**src/logic/csc_cfg.svh**
```systemverilog
// Constants of the compressor supervisory controller: offsets, fields, resets, timings.
// Assumes inclusion by bare name from the package, which the design file imports.
`ifndef CSC_CFG_SVH
`define CSC_CFG_SVH
// System clock rate in hertz.
`define CSC_CLK_HZ 250000000
// Register byte offsets on the Avalon-MM slave.
`define CSC_OFS_CMD 4'h0
`define CSC_OFS_STATUS 4'h4
`define CSC_OFS_POINTS 4'h8
// Command register fields (write one to pulse).
`define CSC_CMD_ON_BIT 0
`define CSC_CMD_OFF_BIT 1
// Reset values.
`define CSC_RST_WAIT 1'b1
`define CSC_RST_LINE 4'h0
// Display line count and the line numbers that matter to the logic.
`define CSC_NUM_LINES 4'hc
`define CSC_LINE_ELAPSED 4'h0
`define CSC_LINE_CH_RUN 4'hb
// Trip points.
`define CSC_HE_TEMP_MAX_C 8'h5d
`define CSC_WATER_TEMP_MAX_C 8'h23
`define CSC_FLOW_TEMP_MAX_C 8'h2e
`define CSC_RET_PRESS_MIN_PSIG 8'h0f
// Point classes: bit i is display line i+1.
`define CSC_SD_MASK 8'hb9
`define CSC_AL_MASK 8'h06
// Times in their own units, then derived counts of one-second ticks.
`define CSC_TICK_S 1
`define CSC_CH_LIMIT_MIN 30
`define CSC_RETRY_MIN 20
`define CSC_RST_IGNORE_MIN 19
`define CSC_DISP_TIMEOUT_S 30
`define CSC_RESTART_DLY_S 5
`define CSC_RETRY_MAX 3'h5
`define CSC_CH_LIMIT_T (`CSC_CH_LIMIT_MIN * 60 / `CSC_TICK_S)
`define CSC_RETRY_T (`CSC_RETRY_MIN * 60 / `CSC_TICK_S)
`define CSC_RST_IGNORE_T (`CSC_RST_IGNORE_MIN * 60 / `CSC_TICK_S)
`define CSC_DISP_TIMEOUT_T (`CSC_DISP_TIMEOUT_S / `CSC_TICK_S)
`define CSC_RESTART_DLY_T (`CSC_RESTART_DLY_S / `CSC_TICK_S)
// Clock cycles in one tick.
`define CSC_TICK_CYCLES (`CSC_CLK_HZ * `CSC_TICK_S)
`endif

```
**src/logic/csc_pkg.sv**
```systemverilog
// Types of the compressor supervisory controller.
// Assumes csc_cfg.svh sits beside it on the include path.
`default_nettype none
package csc_pkg;
  `include "csc_cfg.svh"

  // Per-point display status.
  typedef enum logic [1:0] {
    CSC_PT_OK = 2'b00,
    CSC_PT_ERR = 2'b01,
    CSC_PT_FAIL = 2'b10
  } csc_pt_t;

  // Whole state of the controller, registered in one flip-flop bank.
  typedef struct packed {
    logic init;          // Strap and outage sampled.
    logic mode2;         // Configuration mode two captured at start.
    logic run;           // Compressor motor and cold head running.
    logic ch_only;       // Cold head maintenance run.
    logic [31:0] pre;    // Prescaler for the one-second tick.
    logic [11:0] ch_sec; // Cold head run seconds.
    logic disp_act;      // Display timeout armed.
    logic [5:0] disp_sec;
    logic [3:0] disp_line;
    logic [3:0] top_line;
    logic retry_wait;    // Waiting out an automatic retry interval.
    logic [11:0] retry_sec;
    logic [2:0] retry_cnt;
    logic restart_pend;  // Outage restart delay running.
    logic [7:0] restart_sec;
    logic [15:0] pts;    // Two status bits per point.
    logic [5:0] prev;    // Previous input levels for edge detection.
    logic shutdown;
    logic alarm;
    logic wait_n;        // Inverted waitrequest.
    logic [31:0] rdata;
  } csc_state_t;
endpackage
`default_nettype wire

```
**src/logic/csc_ctrl.sv**
```systemverilog
// Supervisory controller for a cryogenic compressor: run control, restarts, faults, display.
// Assumes all inputs are synchronous to clk and the configuration strap is stable at reset release.
//
// What this block does
// - Panel ON starts, OFF stops both motors.
// - Mode two ignores panel and serial commands.
// - Remote run line starts and stops both.
// - Serial ON and OFF start and stop both.
// - Cold head alone while off; 30 minutes.
// - Power-up decides whether last stop was outage.
// - Outage restarts after delay; others do not.
// - Helium overheat retries five times, 20 minutes apart.
// - Reset or outage clears error and retries.
// - Mode two ignores remote reset first 19 minutes.
// - Up and down scroll lines with wrap.
// - Thirty idle seconds return to top line: elapsed time, or newest fault line.
// - New fault shows ERR and goes top.
// - Later faults take top; others stay visible.
// - Disconnected sensor shows FAIL.
// - Helium above 93 C is shutdown.
// - Water above 35 C is alarm only.
// - Return pressure below 15 psig is shutdown.
// - Cable and switch mismatch is shutdown.
// - Shutdown stops both motors and reports.
// - Local clearing only in mode one.
// - Remote pulse, both arrows, power cycle clear.
// - Mode one remote line takes priority.
`timescale 1ns/1ns
`default_nettype none
module csc_ctrl
  import csc_pkg::*;
#(
  parameter int TICK_CYCLES = `CSC_TICK_CYCLES
) (
  // Clock and reset.
  input wire logic clk,
  input wire logic rstn,
  // Avalon-MM slave.
  input wire logic [3:0] avs_address,
  input wire logic avs_read,
  input wire logic avs_write,
  input wire logic [31:0] avs_writedata,
  output logic [31:0] avs_readdata,
  output logic avs_waitrequest,
  // Front panel buttons, high while pressed.
  input wire logic btn_on,
  input wire logic btn_off,
  input wire logic btn_up,
  input wire logic btn_down,
  // Configuration strap and power-up history.
  input wire logic cfg_mode2,
  input wire logic last_stop_outage,
  // Remote diagnostic connector inputs.
  input wire logic remote_run,
  input wire logic remote_reset,
  input wire logic cable_mode2,
  // Monitored points.
  input wire logic [7:0] he_temp_c,
  input wire logic [7:0] water_temp_c,
  input wire logic [7:0] flow_temp_c,
  input wire logic [7:0] ret_press_psig,
  input wire logic motor_trip,
  input wire logic phase_fault,
  input wire logic [7:0] sensor_open,
  // Motor drives.
  output logic comp_motor,
  output logic cold_head,
  // Remote connector status outputs.
  output logic [7:0] point_err,
  output logic shutdown_out,
  output logic alarm_out,
  // Display.
  output logic [3:0] disp_line,
  output logic [15:0] disp_status
);

  ////////////////////////////////////////////////////////////////////////////
  // Helpers.

  // Index of the highest set bit of a point vector, as a display line.
  function automatic logic [3:0] csc_top_of(input logic [7:0] v);
    logic [3:0] r;
    r = `CSC_LINE_ELAPSED;
    for (int i = 0; i < 8; i++) begin
      if (v[i]) begin
        r = 4'(i + 1);
      end
    end
    return r;
  endfunction

  // One display step with wrap; the cold head line exists only while stopped.
  function automatic logic [3:0] csc_step(input logic [3:0] l, input logic up, input logic off);
    logic [3:0] last;
    last = off ? `CSC_LINE_CH_RUN : 4'(`CSC_LINE_CH_RUN - 4'h1);
    if (up) begin
      csc_step = (l == `CSC_LINE_ELAPSED) ? last : 4'(l - 4'h1);
    end else begin
      csc_step = (l >= last) ? `CSC_LINE_ELAPSED : 4'(l + 4'h1);
    end
  endfunction

  ////////////////////////////////////////////////////////////////////////////
  // State.

  csc_state_t st_ff;   // Registered state.
  csc_state_t nxt_st;  // Next state.

  // Live fault detection, one bit per point, in display-line order.
  logic [7:0] fault;
  assign fault = {
    cable_mode2 != st_ff.mode2,
    1'b0,                                        // Oil level point is unused.
    ret_press_psig < `CSC_RET_PRESS_MIN_PSIG,
    phase_fault,
    motor_trip,
    flow_temp_c > `CSC_FLOW_TEMP_MAX_C,
    water_temp_c > `CSC_WATER_TEMP_MAX_C,
    he_temp_c > `CSC_HE_TEMP_MAX_C
  };

  ////////////////////////////////////////////////////////////////////////////
  // Next-state logic.

  // All behaviour lives here; the flip-flop bank below only registers it.
  always_comb begin
    logic tick;
    logic e_on, e_off, e_up, e_down, e_rrun, e_rrst, f_rrun;
    logic ser_on, ser_off, clr, off_now;
    logic [7:0] err, newerr, sd_now;
    logic [31:0] sts;
    tick = 1'b0;
    e_on = 1'b0;
    e_off = 1'b0;
    e_up = 1'b0;
    e_down = 1'b0;
    e_rrun = 1'b0;
    e_rrst = 1'b0;
    f_rrun = 1'b0;
    ser_on = 1'b0;
    ser_off = 1'b0;
    clr = 1'b0;
    off_now = 1'b0;
    err = 8'h00;
    newerr = 8'h00;
    sd_now = 8'h00;
    sts = 32'h0;
    nxt_st = st_ff;

    // The first cycle after reset captures the strap and the outage history.
    if (!st_ff.init) begin
      nxt_st.init = 1'b1;
      nxt_st.mode2 = cfg_mode2;
      nxt_st.restart_pend = last_stop_outage;
      nxt_st.restart_sec = 8'h00;
    end

    // Free-running prescaler: every slow interval counts its ticks.
    tick = (st_ff.pre == 32'(TICK_CYCLES - 1));
    nxt_st.pre = tick ? 32'h0 : 32'(st_ff.pre + 32'h1);

    // Rising and falling edges of the level inputs.
    e_on = btn_on & ~st_ff.prev[0];
    e_off = btn_off & ~st_ff.prev[1];
    e_up = btn_up & ~st_ff.prev[2];
    e_down = btn_down & ~st_ff.prev[3];
    e_rrun = remote_run & ~st_ff.prev[4];
    f_rrun = ~remote_run & st_ff.prev[4];
    e_rrst = remote_reset & ~st_ff.prev[5];
    nxt_st.prev = {remote_reset, remote_run, btn_down, btn_up, btn_off, btn_on};

    // Bus handshake: a request is answered one cycle after it is taken.
    nxt_st.wait_n = 1'b0;
    if ((avs_read || avs_write) && !st_ff.wait_n) begin
      nxt_st.wait_n = 1'b1;
      nxt_st.rdata = 32'h0;
      if (avs_write && avs_address == `CSC_OFS_CMD) begin
        ser_on = avs_writedata[`CSC_CMD_ON_BIT];
        ser_off = avs_writedata[`CSC_CMD_OFF_BIT];
      end
      if (avs_read) begin
        sts = {14'h0, st_ff.disp_line, st_ff.top_line, st_ff.restart_pend, st_ff.retry_wait,
               st_ff.retry_cnt, st_ff.alarm, st_ff.shutdown, st_ff.mode2, st_ff.ch_only, st_ff.run};
        case (avs_address)
          `CSC_OFS_STATUS: nxt_st.rdata = sts;
          `CSC_OFS_POINTS: nxt_st.rdata = {16'h0, st_ff.pts};
          default: nxt_st.rdata = 32'h0;
        endcase
      end
    end

    // Mode two shuts out the panel and the serial commands.
    if (st_ff.mode2) begin
      e_on = 1'b0;
      e_off = 1'b0;
      ser_on = 1'b0;
      ser_off = 1'b0;
    end

    // Error clearing: remote pulse always (except the guarded window), both arrows in mode one.
    if (e_rrst && !(st_ff.mode2 && st_ff.retry_wait
                    && st_ff.retry_sec < 12'(`CSC_RST_IGNORE_T))) begin
      clr = 1'b1;
    end
    if (btn_up && btn_down && (e_up || e_down) && !st_ff.mode2) begin
      clr = 1'b1;
    end
    if (clr) begin
      nxt_st.pts = 16'h0;
      nxt_st.retry_cnt = 3'h0;
      nxt_st.retry_wait = 1'b0;
      nxt_st.top_line = `CSC_LINE_ELAPSED;
    end

    // Automatic retry interval after a helium overheat shutdown.
    if (st_ff.retry_wait && tick) begin
      nxt_st.retry_sec = 12'(st_ff.retry_sec + 12'h1);
      if (st_ff.retry_sec == 12'(`CSC_RETRY_T - 1)) begin
        nxt_st.retry_wait = 1'b0;
        nxt_st.retry_cnt = 3'(st_ff.retry_cnt + 3'h1);
        nxt_st.pts[1:0] = CSC_PT_OK;
        if (!st_ff.mode2) begin
          nxt_st.run = 1'b1;
        end
      end
    end

    // Status latching after any clear, so a fault present now is never lost.
    // Faults wait for the captured mode, or the cable compare would trip on the reset value.
    for (int i = 0; i < 8; i++) begin
      if (sensor_open[i]) begin
        nxt_st.pts[2*i +: 2] = CSC_PT_FAIL;
      end else if (st_ff.init && fault[i] && nxt_st.pts[2*i +: 2] == CSC_PT_OK) begin
        nxt_st.pts[2*i +: 2] = CSC_PT_ERR;
        newerr[i] = 1'b1;
      end
      err[i] = nxt_st.pts[2*i +: 2] != CSC_PT_OK;
    end

    // A fresh failure jumps to the top; older ones remain reachable by scrolling.
    if (|newerr) begin
      nxt_st.top_line = csc_top_of(newerr);
      nxt_st.disp_line = csc_top_of(newerr);
      nxt_st.disp_act = 1'b0;
    end

    // A fresh helium overheat arms a retry unless the retry budget is spent.
    if (newerr[0] && nxt_st.retry_cnt < `CSC_RETRY_MAX) begin
      nxt_st.retry_wait = 1'b1;
      nxt_st.retry_sec = 12'h0;
    end

    // Classify the latched errors.
    sd_now = err & `CSC_SD_MASK;
    nxt_st.shutdown = |sd_now;
    nxt_st.alarm = |(err & `CSC_AL_MASK);

    // Outage restart after a short delay.
    if (st_ff.restart_pend && tick) begin
      nxt_st.restart_sec = 8'(st_ff.restart_sec + 8'h1);
      if (st_ff.restart_sec == 8'(`CSC_RESTART_DLY_T - 1)) begin
        nxt_st.restart_pend = 1'b0;
        nxt_st.run = 1'b1;
      end
    end

    // Panel and serial commands (already masked in mode two).
    if (e_on || ser_on) begin
      if (!st_ff.run && !st_ff.ch_only && st_ff.disp_line == `CSC_LINE_CH_RUN && e_on) begin
        nxt_st.ch_only = 1'b1;
        nxt_st.ch_sec = 12'h0;
      end else begin
        nxt_st.run = 1'b1;
      end
    end
    if (e_off || ser_off) begin
      nxt_st.run = 1'b0;
      nxt_st.ch_only = 1'b0;
      nxt_st.restart_pend = 1'b0;
    end

    // Remote run line: edges in mode one win over the rest, level in mode two.
    if (st_ff.mode2) begin
      nxt_st.run = remote_run;
    end else if (e_rrun) begin
      nxt_st.run = 1'b1;
    end else if (f_rrun) begin
      nxt_st.run = 1'b0;
    end

    // Cold head maintenance run times out.
    if (st_ff.ch_only && tick) begin
      nxt_st.ch_sec = 12'(st_ff.ch_sec + 12'h1);
      if (st_ff.ch_sec == 12'(`CSC_CH_LIMIT_T - 1)) begin
        nxt_st.ch_only = 1'b0;
      end
    end
    if (nxt_st.run) begin
      nxt_st.ch_only = 1'b0;
    end

    // Any shutdown-class error stops both motors and holds them off.
    if (nxt_st.shutdown) begin
      nxt_st.run = 1'b0;
      nxt_st.ch_only = 1'b0;
      nxt_st.restart_pend = 1'b0;
    end
    off_now = !nxt_st.run && !nxt_st.ch_only;

    // Display scrolling with wrap, unless both arrows together mean clear.
    if ((e_up ^ e_down) && !(btn_up && btn_down)) begin
      nxt_st.disp_line = csc_step(st_ff.disp_line, e_up, off_now);
      nxt_st.disp_act = 1'b1;
      nxt_st.disp_sec = 6'h0;
    end else if (st_ff.disp_act && tick) begin
      nxt_st.disp_sec = 6'(st_ff.disp_sec + 6'h1);
      if (st_ff.disp_sec == 6'(`CSC_DISP_TIMEOUT_T - 1)) begin
        nxt_st.disp_act = 1'b0;
        nxt_st.disp_line = nxt_st.top_line;
      end
    end
    // The cold head line disappears once anything runs.
    if (!off_now && nxt_st.disp_line == `CSC_LINE_CH_RUN) begin
      nxt_st.disp_line = `CSC_LINE_ELAPSED;
    end
  end

  ////////////////////////////////////////////////////////////////////////////
  // Flip-flop bank.

  // Reset loads constants only; the strap is caught in the first clocked cycle.
  always_ff @(posedge clk or negedge rstn) begin
    if (!rstn) begin
      st_ff <= '0;
      st_ff.disp_line <= `CSC_RST_LINE;
      st_ff.top_line <= `CSC_RST_LINE;
    end else begin
      st_ff <= nxt_st;
    end
  end

  ////////////////////////////////////////////////////////////////////////////
  // Outputs, straight from the state flip-flops.

  // Motors follow the run state; the cold head also runs alone for maintenance.
  assign comp_motor = st_ff.run;
  assign cold_head = st_ff.run | st_ff.ch_only;

  // Remote connector reports latched errors and their classes.
  always_comb begin
    for (int i = 0; i < 8; i++) begin
      point_err[i] = st_ff.pts[2*i +: 2] != CSC_PT_OK;
    end
  end
  assign shutdown_out = st_ff.shutdown;
  assign alarm_out = st_ff.alarm;

  // Display selection and every point's status word.
  assign disp_line = st_ff.disp_line;
  assign disp_status = st_ff.pts;

  // Bus answer.
  assign avs_readdata = st_ff.rdata;
  assign avs_waitrequest = ~st_ff.wait_n;

endmodule
`default_nettype wire

```
**config.mk**
```make
export PLATFORM = sky130hd
export DESIGN_NAME = csc_ctrl
export DESIGN_NICKNAME = d
export VERILOG_FILES = /design/src/logic/csc_pkg.sv /design/src/logic/csc_ctrl.sv
export VERILOG_INCLUDE_DIRS = /design/src /design/src/logic
export SDC_FILE = /design/constraint.sdc
export NUM_CORES = 1
export LEC_CHECK = 0
export BUFFER_PORTS_ARGS = -buffer_cell sky130_fd_sc_hd__buf_4
export CORE_MARGIN = 4
export CORE_UTILIZATION = 35
export DETAILED_ROUTE_END_ITERATION = 12
export PLACE_DENSITY = 0.6
export SLEW_MARGIN = 10
export SYNTH_ARGS = -nofsm -noshare
export SYNTH_HDL_FRONTEND = slang
export SYNTH_SLANG_ARGS = --single-unit
```
**constraint.sdc**
```tcl
create_clock -name clk -period 8.4 [get_ports clk]
set_clock_uncertainty 0.15 [all_clocks]
set_input_delay 1.68 -clock clk [delete_from_list [all_inputs] [get_ports clk]]
set_output_delay 1.68 -clock clk [all_outputs]
set_load 0.05 [all_outputs]
```
==> out/metrics.csv <==
metric,value,unit
outcome,completed,
IO Count,156,
final core occ,42.97,%
CORE AREA,20360,µm²
post_cts resized,0,
min-delay worst type,flip-flop to flip-flop,
peak supply drop,0.1437,mV
RSZ-0062 raised after global routing,no,
Port Buffers,107,
area of placed instances,8073,µm²
WL per Instance,16.52,µm
async set-reset flop share out of synthesis,100.0,%
syn avg cell area,9.419,µm²
Die W,152.4,µm
DRC Markers,0,
clock buffer count from CTS,17,
final std cells w/o fill,1132,
"Slew Viols, Final",0,
Finished Cell Area,8750,µm²
startpoint types,input port,
Final #Nets,952,
initial antenna violation count,1,
final setup violation count,0,
drt pass-1 iters,4,
first-pass GRT wire length,30.77,mm
layout cells sized above 1,19.84,%
worst rel slew slack,25.31,%
antenna-violating nets left,0,
Synth Cell Area,7300,µm²
gr usage total,16.18,%
top_reg_cell synth,dfrtp_1,
CP Max Fanout,9,
# Post-CTS Setup Buffers,0,
final hold vios,0,
pwr/cell area,227.4,nW/µm²
Via density,5.236,
routability cong.,0.8300,
routed vias,5927,
yosys warns,0,
Crit path required time,8.55,ns
largest net degree at the start of global routing,74,
minimum clock period,5.876,ns
Max Root-Sink Buffers,2,
DR iter-0 viols,462,
DP HPWL,13.61,mm
highest clock rate,170.2,MHz
placed cells,1100,
CTS tree,yes,
post-synthesis sequential area ratio,44.57,%
Pleak,4.130,nW
clk root buf,clkbuf_16,
vias in the first global route,5848,
area grow syn2layout,19.87,%
Setup crit end kind,flip-flop,
CTS Sinks,130,
CTS Hold Bufs,0,
Post-synth EDFFs,0,
Clock Latency Late Sink,0.42,ns
Starting Density,35.84,%
final WL,18.70,mm
Setup TNS,0,ns
Die Span Y,152.4,µm
"Reg clk slew, reported paths",0.06,ns
Antenna Cells,0,
htree depth,4,
MaxCap Viol Count,0,
crit path kind,input port to flip-flop,
FILL cells,1996,
Total Die Area,23230,µm²
global route total overflow,0,
CP Data Arrival Time,6.02,ns
"Distinct cells, synth",75,
number of synthesized register bits,130,
Cell Rows,52,
Synth Instances,775,
final worst-path cycle share,69.95,%
Worst Max-Slew Pin Slew,1.115,ns
final timing paths:
path | start | end | slack [ns] | cells past startpoint
worst max-delay path | btn_up | disp_line[0]$_DFF_PN0_ | 2.52 | 18
worst min-delay path | st_ff[108]$_DFFE_PN0P_ | st_ff[108]$_DFFE_PN0P_ | 0.34 | 1
worst max register to register | st_ff[116]$_DFF_PN0_ | disp_line[0]$_DFF_PN0_ | 3.52 | 14
worst min register to register | st_ff[108]$_DFFE_PN0P_ | st_ff[108]$_DFFE_PN0P_ | 0.34 | 1
max in group asynchronous | rstn | st_ff[122]$_DFF_PN0_ | 5.52 | 2
min in group asynchronous | rstn | disp_status[13]$_DFFE_PN0P_ | 1.16 | 1
flip-flops by register name, indices dropped and copies added (netlist names):
name,flops
alarm_out,1
avs_readdata,18
comp_motor,1
disp_line,4
disp_status,15
shutdown_out,1
st_ff,90
layer usage:
metal,part of all wire [%],vias to the layer above,global-route usage [%]
met5,0,-,0
met4,0.87,0,3.861
met3,4.5,11,3.863
met2,48,127,25.80
met1,47,2921,22.42
li1,-,2868,-
worst max-delay path: stages:
cell and delay, ns:
buf_4 0.10, nor2b_1 0.28, inv_1 0.19, ha_1 0.25, nor4bb_1 0.38, nor2_1 0.13
nor2_1 0.56, nor3_1 0.10, nand4b_1 0.38, a21o_1 0.31, ha_1 0.27, nand2b_1 0.11
a21oi_1 0.07, o31ai_1 0.33, a21oi_1 0.15, a22oi_1 0.19, a21oi_1 0.13, o41a_1 0.42
cells by family (layout without fill, tap and decap cells):
group           after synthesis  in the layout  share of synthesized area, %
buf+inv                     111            184                         8.553
xor+xnor                     47             47                         5.639
simple gates                320            320                         23.74
mux                           5              5                        0.7028
fa+ha+maj                    12             12                         2.057
other cells                   2             16                        0.1029
flops                       130            130                         44.57
compound gates              148            148                         14.64
cell usage after synthesis, types with 6 or more instances:
| cell type | number | share of area (%) |
|---|---|---|
| dfrtp_1 | 130 | 45 |
| nor2_1 | 82 | 4.2 |
| nand2_1 | 57 | 2.9 |
| buf_4 | 53 | 5.5 |
| inv_1 | 40 | 2.1 |
| o21ai_0 | 40 | 2.7 |
| nand3_1 | 33 | 2.3 |
| xnor2_1 | 27 | 3.2 |
| and3_1 | 20 | 1.7 |
| xor2_1 | 20 | 2.4 |
| nand4_1 | 17 | 1.5 |
| clkbuf_1 | 16 | 0.82 |
| a222oi_1 | 15 | 2.1 |
| nand2b_1 | 15 | 1.3 |
| a21oi_1 | 13 | 0.89 |
| nor2b_1 | 13 | 1.1 |
| nor3_1 | 13 | 0.89 |
| ha_1 | 12 | 2.1 |
| nor2_2 | 11 | 0.94 |
| a21o_1 | 9 | 0.93 |
| o31ai_1 | 9 | 0.93 |
| a31oi_1 | 7 | 0.60 |
| a22o_1 | 6 | 0.72 |
| and4_1 | 6 | 0.72 |
| nor4b_1 | 6 | 0.72 |
cell type report:
| cell class | count | area [µm²] | share of cell area [%] |
|---|---|---|---|
| well taps | 270 | 337.8 | 3.861 |
| repair buffers | 112 | 840.8 | 9.610 |
| flip-flops and latches | 130 | 3253 | 37.18 |
| multi-input cells | 548 | 3491 | 39.90 |
| clock buffers | 17 | 425.4 | 4.862 |
| clock inverters | 15 | 251.5 | 2.874 |
| inverters | 40 | 150.1 | 1.716 |
cell usage in the layout (no fill, tap or decap), types with 4 or more instances in the layout:
cell type  count
dfrtp_1      130
buf_4        112
nor2_1        82
nand2_1       57
inv_1         40
o21ai_0       40
nand3_1       33
xnor2_1       27
and3_1        20
xor2_1        20
nand4_1       17
clkbuf_16     17
conb_1        16
nand2b_1      15
a222oi_1      15
nor2b_1       13
nor3_1        13
a21oi_1       13
ha_1          12
nor2_2        11
o31ai_1        9
a21o_1         9
a31oi_1        7
and4_1         6
nor4b_1        6
a22o_1         6
bufinv_16      6
and4b_1        5
or3_1          5
a211oi_1       5
o211ai_1       5
nand3b_1       4
or4_1          4
o31a_1         4
o211a_1        4
mux2i_1        4
inv_6          4
through the flow:
stage	hold slack [ns]	total power, W	worst slack (ns)
finish	0.3423	0.001990	2.524
global route	0.3566	0.002088	2.081
CTS	0.3452	0.002008	2.555
detailed placement	0.3302	0.001147	2.125
global placement	0.3280	0.001145	2.190
floorplan	0.2956	0.001037	3.057
power by group:
group	internal, W	leakage (nW)	total [W]	switching, W
registers	0.000682	1.68	0.000760	0.0000786
clock network	0.000560	0.321	0.000851	0.000292
logic	0.000138	2.13	0.000378	0.000240
total	0.00138	4.13	0.00199	0.000610
Power figures use the tool's default switching activity.
